File: config.mk
export PLATFORM = sky130hd
export DESIGN_NAME = tpec_timer_top
export DESIGN_NICKNAME = d
export VERILOG_FILES = /design/src/tpec_pkg.sv /design/src/tpec_tmb_chan.sv /design/src/tpec_timer_top.sv
export SDC_FILE = /design/constraint.sdc
export NUM_CORES = 1
export LEC_CHECK = 0
export ABC_AREA = 1
export BUFFER_PORTS_ARGS = -buffer_cell sky130_fd_sc_hd__buf_2
export CAP_MARGIN = 20
export CORE_MARGIN = 2
export CORE_UTILIZATION = 55
export CTS_CLUSTER_DIAMETER = 40
export DETAILED_ROUTE_END_ITERATION = 16
export PLACE_DENSITY = 0.77
export SKIP_CTS_REPAIR_TIMING = 1
export SLEW_MARGIN = 0
export SYNTH_ARGS = -nofsm -noshare
export SYNTH_HDL_FRONTEND = slang
export SYNTH_SLANG_ARGS = --single-unit
File: constraint.sdc
create_clock -name clk_sys -period 3.9 [get_ports clk_sys]
set_clock_uncertainty 0.05 [all_clocks]
set_input_delay 0.39 -clock clk_sys [delete_from_list [all_inputs] [get_ports clk_sys]]
set_output_delay 0.39 -clock clk_sys [all_outputs]
set_load 0.05 [all_outputs]
File: src/tpec_pkg.sv
// Shared constants, carrier types and decode helpers for the timer block.
package tpec_pkg;

  // ----------------------------------------------------------------
  // Mode register field positions
  // ----------------------------------------------------------------
  localparam logic [2:0] TA_MODE_PWM       = 3'b111;
  localparam int         MODE_PWM8_BIT     = 5;
  localparam int         MODE_EXT_TRIG_BIT = 4;
  localparam int         MODE_RISE_BIT     = 3;
  localparam int         MODE_SRC_LSB      = 6;
  localparam logic [1:0] TB_MODE_TIMER     = 2'b00;
  localparam logic [1:0] TB_MODE_EVENT     = 2'b01;
  localparam logic [1:0] TB_EDGE_FALL      = 2'b00;
  localparam logic [1:0] TB_EDGE_RISE      = 2'b01;
  localparam logic [1:0] TB_EDGE_BOTH      = 2'b10;

  // ----------------------------------------------------------------
  // Start flag layout, counts and reset values
  // ----------------------------------------------------------------
  localparam int          NUM_SRC       = 4;
  localparam int          NUM_TB        = 3;
  localparam int          START_TA_BIT  = 0;
  localparam int          START_TB_LSB  = 1;
  localparam int          SECOND_B      = 1;
  localparam int          THIRD_B       = 2;
  localparam logic [15:0] PWM16_LAST    = 16'hFFFE;
  localparam logic [7:0]  PWM8_LAST     = 8'hFE;
  localparam logic [15:0] TA_UNDEF_READ = 16'h0000;
  localparam logic [15:0] RELOAD_RST    = 16'h0000;
  localparam logic [15:0] CNT_ZERO      = 16'h0000;

  // ----------------------------------------------------------------
  // Carrier types
  // ----------------------------------------------------------------
  typedef struct packed {
    logic [7:0] mode;
    logic       start;
  } tpec_tb_cfg_t;

  typedef struct packed {
    logic        wr;
    logic [15:0] data;
  } tpec_wr_t;

  typedef struct packed {
    logic        prev;
    logic [15:0] reload;
    logic [15:0] cnt;
    logic        irq;
  } tpec_tmb_state_t;

  typedef struct packed {
    logic              trg_s1;
    logic              trg_s2;
    logic              trg_prev;
    logic              run;
    logic [15:0]       reload;
    logic [15:0]       pos;
    logic [15:0]       width;
    logic [7:0]        psc;
    logic              out;
    logic              irq;
    logic [NUM_TB-1:0] ev_s1;
    logic [NUM_TB-1:0] ev_s2;
  } tpec_main_state_t;

  // Picks the count-source enable named by mode bits 7:6.
  function automatic logic tpec_src_sel(input logic [NUM_SRC-1:0] ce,
                                        input logic [7:0]         mode);
    tpec_src_sel = ce[mode[MODE_SRC_LSB+:2]];
  endfunction : tpec_src_sel

endpackage : tpec_pkg

File: src/tpec_tmb_chan.sv
// One type-B down counter with timer and event counter modes.
`timescale 1ns/100ps
module tpec_tmb_chan
  import tpec_pkg::*;
(
  input  wire logic               clk_sys,
  input  wire logic               nrst,
  input  wire tpec_tb_cfg_t       cfg,
  input  wire logic [NUM_SRC-1:0] ce_src,
  input  wire logic               event_lvl,
  input  wire logic               alt_sel,
  input  wire logic               alt_tick,
  input  wire tpec_wr_t           wr,
  output logic [15:0]             cnt,
  output logic                    irq,
  output logic                    underflow
);

  tpec_tmb_state_t st_q;
  tpec_tmb_state_t st_d;
  logic            ev_edge;
  logic            tick;
  logic            is_event;

  // ----------------------------------------------------------------
  // Count source and edge selection
  // ----------------------------------------------------------------
  always_comb begin
    is_event = (cfg.mode[1:0] == TB_MODE_EVENT);
    case (cfg.mode[3:2])
      TB_EDGE_FALL: ev_edge = st_q.prev & ~event_lvl;
      TB_EDGE_RISE: ev_edge = ~st_q.prev & event_lvl;
      TB_EDGE_BOTH: ev_edge = st_q.prev ^ event_lvl;
      default:      ev_edge = 1'b0;
    endcase
    if (!cfg.start) begin
      tick = 1'b0;
    end else if (is_event && alt_sel) begin
      tick = alt_tick;
    end else if (is_event) begin
      tick = ev_edge;
    end else if (cfg.mode[1:0] == TB_MODE_TIMER) begin
      tick = tpec_src_sel(ce_src, cfg.mode);
    end else begin
      tick = 1'b0;
    end
  end

  assign underflow = tick && (st_q.cnt == CNT_ZERO);

  // ----------------------------------------------------------------
  // Counter and reload
  // ----------------------------------------------------------------
  always_comb begin
    st_d      = st_q;
    st_d.prev = event_lvl;
    st_d.irq  = 1'b0;
    if (wr.wr) begin
      st_d.reload = wr.data;
    end
    if (underflow) begin
      st_d.cnt = st_q.reload;
      st_d.irq = 1'b1;
    end else if (tick) begin
      st_d.cnt = st_q.cnt - 16'h0001;
    end
    if (wr.wr && !cfg.start) begin
      st_d.cnt = wr.data;
    end
  end

  always_ff @(posedge clk_sys or negedge nrst) begin
    if (!nrst) begin
      st_q <= '{prev: 1'b0, reload: RELOAD_RST, cnt: RELOAD_RST, irq: 1'b0};
    end else begin
      st_q <= st_d;
    end
  end

  // Counter is readable at any time; no pulse output or gate exists.
  assign cnt = st_q.cnt;
  assign irq = st_q.irq;

  // ----------------------------------------------------------------
  // Checks
  // ----------------------------------------------------------------
  chk_zero_reload: assert property (@(posedge clk_sys) disable iff (!nrst)
    (underflow && !(wr.wr && !cfg.start)) |=> (st_q.cnt == $past(st_q.reload)) && irq)
    else $error("counter did not reload with interrupt at zero");

  chk_halt_hold: assert property (@(posedge clk_sys) disable iff (!nrst)
    (!cfg.start && !wr.wr) |=> $stable(st_q.cnt))
    else $error("halted counter changed");

  chk_busy_write: assert property (@(posedge clk_sys) disable iff (!nrst)
    (cfg.start && wr.wr && !tick) |=> $stable(st_q.cnt) && (st_q.reload == $past(wr.data)))
    else $error("running write touched the counter or missed reload");

  chk_halt_write: assert property (@(posedge clk_sys) disable iff (!nrst)
    (!cfg.start && wr.wr) |=> (st_q.cnt == $past(wr.data)) && (st_q.reload == st_q.cnt))
    else $error("halted write did not load both registers");

  chk_count_down: assert property (@(posedge clk_sys) disable iff (!nrst)
    (tick && st_q.cnt != CNT_ZERO && !(wr.wr && !cfg.start))
      |=> st_q.cnt == $past(st_q.cnt) - 16'h0001)
    else $error("counter did not decrement");

  chk_edge_none: assert property (@(posedge clk_sys) disable iff (!nrst)
    (is_event && !alt_sel && cfg.mode[3:2] == 2'h3) |-> !tick)
    else $error("reserved edge code produced a count");

  chk_alt_source: assert property (@(posedge clk_sys) disable iff (!nrst)
    (cfg.start && is_event && alt_sel) |-> (tick == alt_tick))
    else $error("substituted count source not followed");

endmodule : tpec_tmb_chan

File: src/tpec_timer_top.sv
// Type-A pulse width modulator and three type-B timers with pin synchronisers.
`timescale 1ns/100ps
module tpec_timer_top
  import tpec_pkg::*;
(
  input  wire logic                     clk_sys,
  input  wire logic                     nrst,
  input  wire logic [NUM_SRC-1:0]       ce_src,
  input  wire logic                     ce_fc32,
  input  wire logic [NUM_TB:0]          start_flags,
  input  wire logic [7:0]               ta_mode,
  input  wire tpec_wr_t                 ta_wr,
  output logic [15:0]                   ta_rdata,
  input  wire logic                     timer_a_trigger_input,
  output logic                          timer_a_pulse_output,
  output logic                          ta_irq,
  input  wire logic [NUM_TB-1:0][7:0]   tb_mode,
  input  wire tpec_wr_t [NUM_TB-1:0]    tb_wr,
  output logic [NUM_TB-1:0][15:0]       tb_rdata,
  output logic [NUM_TB-1:0]             tb_irq,
  input  wire logic [NUM_TB-1:0]        timer_b_event_input,
  input  wire logic                     subclk_used,
  input  wire logic                     cascade_sel
);

  tpec_main_state_t st_q;
  tpec_main_state_t st_d;
  logic             pwm_mode;
  logic             pwm8;
  logic             ta_start;
  logic             trg_edge;
  logic             start_req;
  logic             ce_sel;
  logic             mod_tick;
  logic             psc_pulse;
  logic             wrap;
  logic [15:0]      last_pos;

  // ----------------------------------------------------------------
  // Type-A mode decode and trigger detection
  // ----------------------------------------------------------------
  always_comb begin
    pwm_mode = (ta_mode[2:0] == TA_MODE_PWM);
    pwm8     = ta_mode[MODE_PWM8_BIT];
    ta_start = start_flags[START_TA_BIT];
    ce_sel   = tpec_src_sel(ce_src, ta_mode);
    if (ta_mode[MODE_RISE_BIT]) begin
      trg_edge = st_q.trg_s2 & ~st_q.trg_prev;
    end else begin
      trg_edge = ~st_q.trg_s2 & st_q.trg_prev;
    end
    if (ta_mode[MODE_EXT_TRIG_BIT]) begin
      start_req = pwm_mode && ta_start && !st_q.run && trg_edge;
    end else begin
      start_req = pwm_mode && ta_start && !st_q.run;
    end
    psc_pulse = st_q.run && pwm8 && ce_sel && (st_q.psc == 8'h00);
    mod_tick  = pwm8 ? psc_pulse : (st_q.run && ce_sel);
    last_pos  = pwm8 ? {8'h00, PWM8_LAST} : PWM16_LAST;
    wrap      = mod_tick && (st_q.pos == last_pos);
  end

  // ----------------------------------------------------------------
  // Type-A modulator state
  // ----------------------------------------------------------------
  always_comb begin
    st_d          = st_q;
    st_d.trg_s1   = timer_a_trigger_input;
    st_d.trg_s2   = st_q.trg_s1;
    st_d.trg_prev = st_q.trg_s2;
    st_d.ev_s1    = timer_b_event_input;
    st_d.ev_s2    = st_q.ev_s1;
    st_d.irq      = 1'b0;
    if (ta_wr.wr) begin
      st_d.reload = ta_wr.data;
    end
    if (!st_q.run) begin
      if (ta_wr.wr) begin
        st_d.width = pwm8 ? {8'h00, ta_wr.data[15:8]} : ta_wr.data;
        st_d.psc   = ta_wr.data[7:0];
      end
      st_d.pos = 16'h0000;
      if (start_req) begin
        st_d.run = 1'b1;
      end
    end else if (!ta_start || !pwm_mode) begin
      st_d.run = 1'b0;
    end else begin
      // Triggers are not looked at here: a running modulator only counts.
      if (psc_pulse) begin
        st_d.psc = st_q.reload[7:0];
      end else if (pwm8 && ce_sel) begin
        st_d.psc = st_q.psc - 8'h01;
      end
      if (wrap) begin
        st_d.pos   = 16'h0000;
        st_d.width = pwm8 ? {8'h00, st_q.reload[15:8]} : st_q.reload;
      end else if (mod_tick) begin
        st_d.pos = st_q.pos + 16'h0001;
      end
    end
    st_d.out = st_d.run && (st_d.pos < st_d.width);
    if (st_q.run && st_d.run && st_q.out && !st_d.out) begin
      st_d.irq = 1'b1;
    end
  end

  always_ff @(posedge clk_sys or negedge nrst) begin
    if (!nrst) begin
      st_q <= '{trg_s1: 1'b0, trg_s2: 1'b0, trg_prev: 1'b0, run: 1'b0,
                reload: RELOAD_RST, pos: 16'h0000, width: RELOAD_RST,
                psc: 8'h00, out: 1'b0, irq: 1'b0,
                ev_s1: '0, ev_s2: '0};
    end else begin
      st_q <= st_d;
    end
  end

  assign timer_a_pulse_output = st_q.out;
  assign ta_irq               = st_q.irq;
  assign ta_rdata             = pwm_mode ? TA_UNDEF_READ : st_q.reload;

  // ----------------------------------------------------------------
  // Type-B timers
  // ----------------------------------------------------------------
  logic [NUM_TB-1:0] tb_alt_sel;
  logic [NUM_TB-1:0] tb_alt_tick;
  logic [NUM_TB-1:0] tb_uflow;

  always_comb begin
    tb_alt_sel           = '0;
    tb_alt_tick          = '0;
    tb_alt_sel[THIRD_B]  = subclk_used;
    tb_alt_tick[THIRD_B] = ce_fc32;
    tb_alt_sel[SECOND_B] = cascade_sel;
    tb_alt_tick[SECOND_B] = tb_uflow[THIRD_B];
  end

  generate
    for (genvar i = 0; i < NUM_TB; i++) begin : g_tb
      tpec_tmb_chan u_chan (
        .clk_sys   (clk_sys),
        .nrst      (nrst),
        .cfg       ('{mode: tb_mode[i], start: start_flags[START_TB_LSB+i]}),
        .ce_src    (ce_src),
        .event_lvl (st_q.ev_s2[i]),
        .alt_sel   (tb_alt_sel[i]),
        .alt_tick  (tb_alt_tick[i]),
        .wr        (tb_wr[i]),
        .cnt       (tb_rdata[i]),
        .irq       (tb_irq[i]),
        .underflow (tb_uflow[i])
      );
    end
  endgenerate

  // ----------------------------------------------------------------
  // Checks
  // ----------------------------------------------------------------
  chk_out_halted: assert property (@(posedge clk_sys) disable iff (!nrst)
    !st_q.run |-> !timer_a_pulse_output)
    else $error("pulse output high while modulator halted");

  chk_sw_start: assert property (@(posedge clk_sys) disable iff (!nrst)
    (pwm_mode && !ta_mode[MODE_EXT_TRIG_BIT] && ta_start && !st_q.run) |=> st_q.run)
    else $error("software trigger did not start modulation");

  chk_ext_wait: assert property (@(posedge clk_sys) disable iff (!nrst)
    (ta_mode[MODE_EXT_TRIG_BIT] && !st_q.run && !trg_edge) |=> !st_q.run)
    else $error("external trigger mode started without an edge");

  chk_no_retrig: assert property (@(posedge clk_sys) disable iff (!nrst)
    (st_q.run && !mod_tick && ta_start && pwm_mode) |=> st_q.run && $stable(st_q.pos))
    else $error("running modulator reacted to a trigger");

  chk_fall_irq: assert property (@(posedge clk_sys) disable iff (!nrst)
    ($fell(st_q.out) && st_q.run) |-> ta_irq)
    else $error("no interrupt on falling pulse edge");

  chk_wrap_load: assert property (@(posedge clk_sys) disable iff (!nrst)
    (wrap && !pwm8 && ta_start && pwm_mode && !ta_wr.wr)
      |=> (st_q.pos == 16'h0000) && (st_q.width == $past(st_q.reload)))
    else $error("width not reloaded before the next rise");

  chk_halt_load: assert property (@(posedge clk_sys) disable iff (!nrst)
    (!st_q.run && ta_wr.wr && !pwm8) |=> st_q.width == $past(ta_wr.data))
    else $error("halted write did not reach the counter");

  chk_read_undef: assert property (@(posedge clk_sys) disable iff (!nrst)
    pwm_mode |-> ta_rdata == TA_UNDEF_READ)
    else $error("modulation mode read returned counter data");

  chk_psc_reload: assert property (@(posedge clk_sys) disable iff (!nrst)
    (psc_pulse && ta_start && pwm_mode) |=> st_q.psc == $past(st_q.reload[7:0]))
    else $error("prescaler did not reload at zero");

  chk_psc_count: assert property (@(posedge clk_sys) disable iff (!nrst)
    (st_q.run && pwm8 && ce_sel && st_q.psc != 8'h00 && ta_start && pwm_mode)
      |=> st_q.psc == $past(st_q.psc) - 8'h01)
    else $error("prescaler did not count down");

  chk_wrap_load8: assert property (@(posedge clk_sys) disable iff (!nrst)
    (wrap && pwm8 && ta_start && pwm_mode)
      |=> (st_q.pos == 16'h0000) && (st_q.width == {8'h00, $past(st_q.reload[15:8])}))
    else $error("8-bit width not reloaded before the next rise");

  chk_pos_step: assert property (@(posedge clk_sys) disable iff (!nrst)
    (mod_tick && ta_start && pwm_mode && st_q.pos != last_pos)
      |=> st_q.pos == $past(st_q.pos) + 16'h0001)
    else $error("modulator position did not advance");

endmodule : tpec_timer_top

Word-level counts from Yosys, hierarchy flattened
Cells that the tools add are included.
- input port bits: 117
- output and inout port bits: 69
- logic and storage cells: 163
- bits in registers: 170
- equal/unequal tests: 13
- reduce and logical (&&, ||, !) cells: 44
- add/subtract/negate cells: 5
- order comparisons: 5
- bitwise gates (word level): 19
- mux-type cells: 53
- operators by type and width (operator ; number):
    16-bit two-way mux ; 16
    40-bit two-way mux ; 2
    16-bit zero test ; 3
    16-bit by 1-bit subtractor with 16-bit output (second input constant) ; 3
    1-bit two-way mux ; 25
    24-bit two-way mux ; 1
    1-bit logical AND ; 21
    16-bit by 1-bit adder with 16-bit output (second input constant) ; 1
    16-bit == test ; 1
    16-bit < comparator ; 1
    8-bit two-way mux ; 2
    2-bit by 1-bit == test with 1-bit output (second input constant) ; 6
    2-bit zero test ; 6
    2-bit by 3-bit < comparator with 1-bit output (second input constant) ; 4
    1-bit one-hot mux with 3 select lines ; 3
    3-bit nonzero test ; 3
    1-bit AND ; 8
    1-bit binary-select mux with 2-bit select ; 4
    8-bit zero test ; 1
    1-bit NOT ; 8
    8-bit by 1-bit subtractor with 8-bit output (second input constant) ; 1
    1-bit zero test ; 7
    2-bit == test (second input constant) ; 3
    3-bit == test (second input constant) ; 1
    other kinds (6) ; 8

Longest topological paths before layout
- word-level depth: 14
- gate-level depth with buffers: 21
- mapped depth without buffers: 21

Modules after synthesis
From an unflattened synthesis, not the netlist that was laid out.
- cell total of the unflattened synthesis: 1652
- area total of the unflattened synthesis: 11632.4 sq um
- modules (own cells, without submodules) (module ; sequential area each (sq um) ; instances ; area an instance (sq um) ; cells an instance):
    tpec_tmb_chan ; 850.8 ; 3 ; 2476.1 ; 367
    tpec_timer_top ; 1701.6 ; 1 ; 4204.0 ; 551

Worst setup path before layout
No wires, ideal clock.
- kind: reg-to-reg
- start point: reg st_q[8] (netlist bit)
- end point: reg st_q, in the netlist timer_a_pulse_output
- period minus slack after synthesis: 2919 ps
- path slack: 981 ps
- stages on the path, launching flop included: 20
- arrival time: 2791 ps
- setup time: 78 ps
- cell sequence: dfrtp_1 inv_1 ha_1 nand2_1 nor2_1 nand2_1 nand2_2 nand3_2 nor2_2 nor2_2 clkinv_1 nor2_1 a221oi_1 ha_1 a21oi_1 nor2_1 a211oi_1 o221ai_1 nor2_1 a21boi_1
- RTL lines (item ; RTL line ; source):
    start: declaration ; tpec_timer_top.sv:26 ; tpec_main_state_t st_q;
    start signal: assignment ; tpec_timer_top.sv:110 ; st_q <= '{trg_s1: 1'b0, trg_s2: 1'b0, trg_prev: 1'b0, run: 1'b0,
    start signal: assignment ; tpec_timer_top.sv:115 ; st_q <= st_d;

==> summary.txt <==
Yosys
  – Mapped Cells: 1,317
  – FF+latch count, synth: 170
  – Async set or reset register ratio after synthesis: 100.0%
  – Post-synth top flop: dfrtp_1
  – YS warnings: 0
  – Post-Syn Area: 0.01032 mm2
  – Sequential fraction of the synthesis area: 41.24%
  – Synth cell types: 59
  – Number of synthesized flops with an enable pin: 0
  – Syn Area/Cell: 7.833 um2
  – Synth Net Count: 1,462

Setup path
  – Worst Setup End Kind: register
  – CP Data Arrival Time: 3.81 ns
  – Reg-to-reg endpoint: timer_a_pulse_output
  – Setup crit start kind: register
  – FF-to-FF path depth: 20
  – R2R Setup Slk: 0.38 ns
  – Worst setup startpoint: st_q[8]
  – Worst-path maximum fanout: 9
  – R2r startpoint: st_q[8]
  – WS Path Type: register to register
  – Setup crit end: timer_a_pulse_output
  – Critical Path RT: 4.19 ns

GRT
  – Initial antenna violation count: 1
  – GR Overflow Total: 0
  – Maximum number of pins on one net before global-route repair: 97
  – First-pass GRT wire length: 43,060 um
  – Tot GR Track Use: 26.90%
  – Vias in the first global route: 8,803

Finish
  – Nets@finish: 1,594
  – Finished Layout Cells: 1,695
  – Fill cell count: 1,670
  – Layout cell share with drive strength beyond 1: 20.34%
  – Area growth from synthesis to layout: 13.58%

Drt
  – Total Routed Length: 26,290 um
  – Drt wl/cell: 15.51 um
  – Vias: 9,316
  – Initial DRC count: 751
  – Antenna viol nets, final: 0
  – Drt via density: 5.496
  – DRC errors left: 0
  – 1st-pass router iterations: 5

Clocking
  – CTS clk-pin slew, worst paths: 0.07 ns
  – Clock Path Buffers: 2
  – CTS sink cnt: 170
  – CTS buffer count: 17
  – Root Buffer: clkbuf_16
  – Clock Latency Late Sink: 0.43 ns
  – Htree depth: 4
  – CTS tree: done

Job
  – Max Cap Viol: 0

Timing
  – Fin. max-slew vios: 0
  – Min Clock Period, post-route: 3.518 ns
  – FMAX: 284.3 MHz
  – RSZ-0062 raised after global routing: no
  – Final Hold Fails: 9
  – Total negative slack: 0 ns
  – Period utilization: 90.21%
  – Fin Hold WS: -0.01803 ns
  – # setup viols final: 0
  – Slew margin rel.: 34.84%
  – Slew @ Worst Pin: 0.9709 ns

Run status
  – Failing checks: hold timing
  – Status: finished, violations left

Place
  – Post-detail-place hpwl: 19,190 um
  – Gpl congestion: 0.9129
  – Dpl cells: 1,662
  – PortBufs: 179

Floorplanning
  – Io pins: 186
  – Die span in y: 141.0 um
  – Die width: 141.0 um
  – Die area: 0.01987 mm2
  – Core area: 0.01858 mm2
  – Initial core utilization: 55.52%
  – # rows: 50

Power and ir drop
  – VDD IR max: 0.0002854 V
  – Leakage: 0.005977 uW
  – PD cells: 458.0 mW/mm2

Min path
  – Worst Hold Class: primary input to async pin
[worst max-delay path, cell delays in order (launching register included)]
cell and delay, ns:
dfrtp_1 0.39, inv_1 0.11, ha_1 0.17, nand2_1 0.05, nor2_1 0.13, nand2_1 0.08
nand2_2 0.10, nand3_2 0.18, nor2_4 0.32, inv_1 0.07, nor2_1 0.29, inv_1 0.13
o22ai_1 0.15, a21oi_1 0.10, ha_1 0.23, a21oi_1 0.14, nor2_1 0.06, a211oi_1 0.16
o221ai_1 0.14, nor2_1 0.16, a21boi_1 0.19
[cells in the mapped netlist (3+ instances only)]
cell type,count,area (um2)
nand4_1,9,56.30
nand3_1,63,315.3
inv_1,170,638.1
dfrtp_1,170,4254
a22oi_1,3,22.52
o21ai_0,99,495.5
buf_2,4,20.02
o21ai_1,9,45.04
xnor2_1,6,52.55
o31ai_1,3,22.52
a31oi_1,9,56.30
inv_2,6,22.52
nor4_1,7,43.79
nand2_1,295,1107
mux2_2,21,236.5
a31o_2,8,70.07
clkinv_1,4,15.01
a211oi_1,3,22.52
nor2_1,106,397.9
xor2_1,37,324.1
a21oi_1,53,265.3
nor3_1,9,45.04
ha_1,28,350.3
o211ai_1,40,300.3
o22ai_1,14,87.58
nor2_2,12,75.07
nor3_2,5,50.05
clkbuf_1,27,101.4
o21a_1,5,37.54
buf_4,53,397.9
nand3b_1,3,22.52
[how the worst min path moves through the flow]
| stage | slack (ns) | cells past startpoint | endpoint | startpoint |
|---|---|---|---|---|
| 2_1_floorplan | 0.04 | 0 | g_tb[0].u_chan.cnt[0] | nrst |
| 3_3_place_gp | 0.28 | 0 | st_d[65] | st_d[66] |
| 3_5_place_dp | 0.29 | 0 | st_q[0] | st_d[0] |
| 4_1_cts | -0.007 | 1 | st_d[66] | timer_a_trigger_input |
| 5_1_grt | 0.006 | 1 | st_d[0] | timer_b_event_input[0] |
| 6_report | -0.02 | 1 | g_tb[2].u_chan.st_q[18] | nrst |
[final cells by class]
| type | count | area (um2) | share of cell area, % |
|---|---|---|---|
| multi-input combinational | 880 | 4845 | 41.35 |
| sequential | 170 | 4254 | 36.31 |
| timing repair buffer | 199 | 1070 | 9.130 |
| inverter | 181 | 681.9 | 5.820 |
| clock buffer | 17 | 425.4 | 3.631 |
| tap | 234 | 292.8 | 2.499 |
| clock inverter | 13 | 146.4 | 1.249 |
| antenna | 1 | 2.502 | 0.02136 |
[through the flow]
stage	worst slack [ns]	instance area, um2	hold slack (ns)	util [%]	power, uW
floorplan	0.9811	10320	0.04441	-	3431
global placement	0.4094	11120	0.2842	59.83	3674
detailed placement	0.3529	11120	0.2864	59.83	3712
CTS	0.2730	11690	-0.007454	62.91	5390
global route	0.05154	11720	0.005878	63.06	5631
finish	0.3820	11720	-0.01803	63.06	5367
[kinds of logic after synthesis]
kind of cell | after synthesis | share of synthesized area (%)
and+or+nand+nor | 529 | 22.62
buffers and inverters | 267 | 11.86
AOI/OAI and AO/OA | 259 | 14.94
DFF | 170 | 41.24
xor gates and xnor gates | 43 | 3.651
adders and majority gates | 28 | 3.396
muxes | 21 | 2.292
[flip-flops by register name, indices dropped and copies added, names as in the netlist]
register	count
timer_a_pulse_output	1
g_tb.u_chan.irq	3
ta_irq	1
g_tb.u_chan.cnt	48
g_tb.u_chan.st_q	51
st_d	5
st_q	61
[routing by layer]
| layer | share of wire [%] | global-route usage, % |
|---|---|---|
| met1 | 44 | 36.95 |
| met2 | 47 | 43.16 |
| met3 | 6.0 | 4.314 |
| met4 | 2.8 | 10.32 |
| met5 | 0 | 0 |
[layout by cell type, fill, tap and decap left out, types with 6 or more instances in the layout]
cell       instances
nand4_1            9
o22ai_1           14
a31o_2             8
xor2_1            37
xnor2_1            6
nor4_1             7
o21ai_1            9
nor2_2            12
a31oi_1            9
nor3_1             9
nor2_1           106
inv_1            170
nand2_1          295
o211ai_1          40
ha_1              28
clkbuf_16         17
nand3_1           63
buf_4             17
dfrtp_1          170
o21ai_0           99
inv_2              6
a21oi_1           53
buf_2            178
mux2_2            21
[where the power goes]
part	leakage [uW]	switching (uW)	internal, uW	total, uW
Combinational	0.00362	1050	457	1500
Sequential	0.00209	219	1970	2180
Clock	0.000264	737	942	1680
Power figures use the tool's default switching activity.
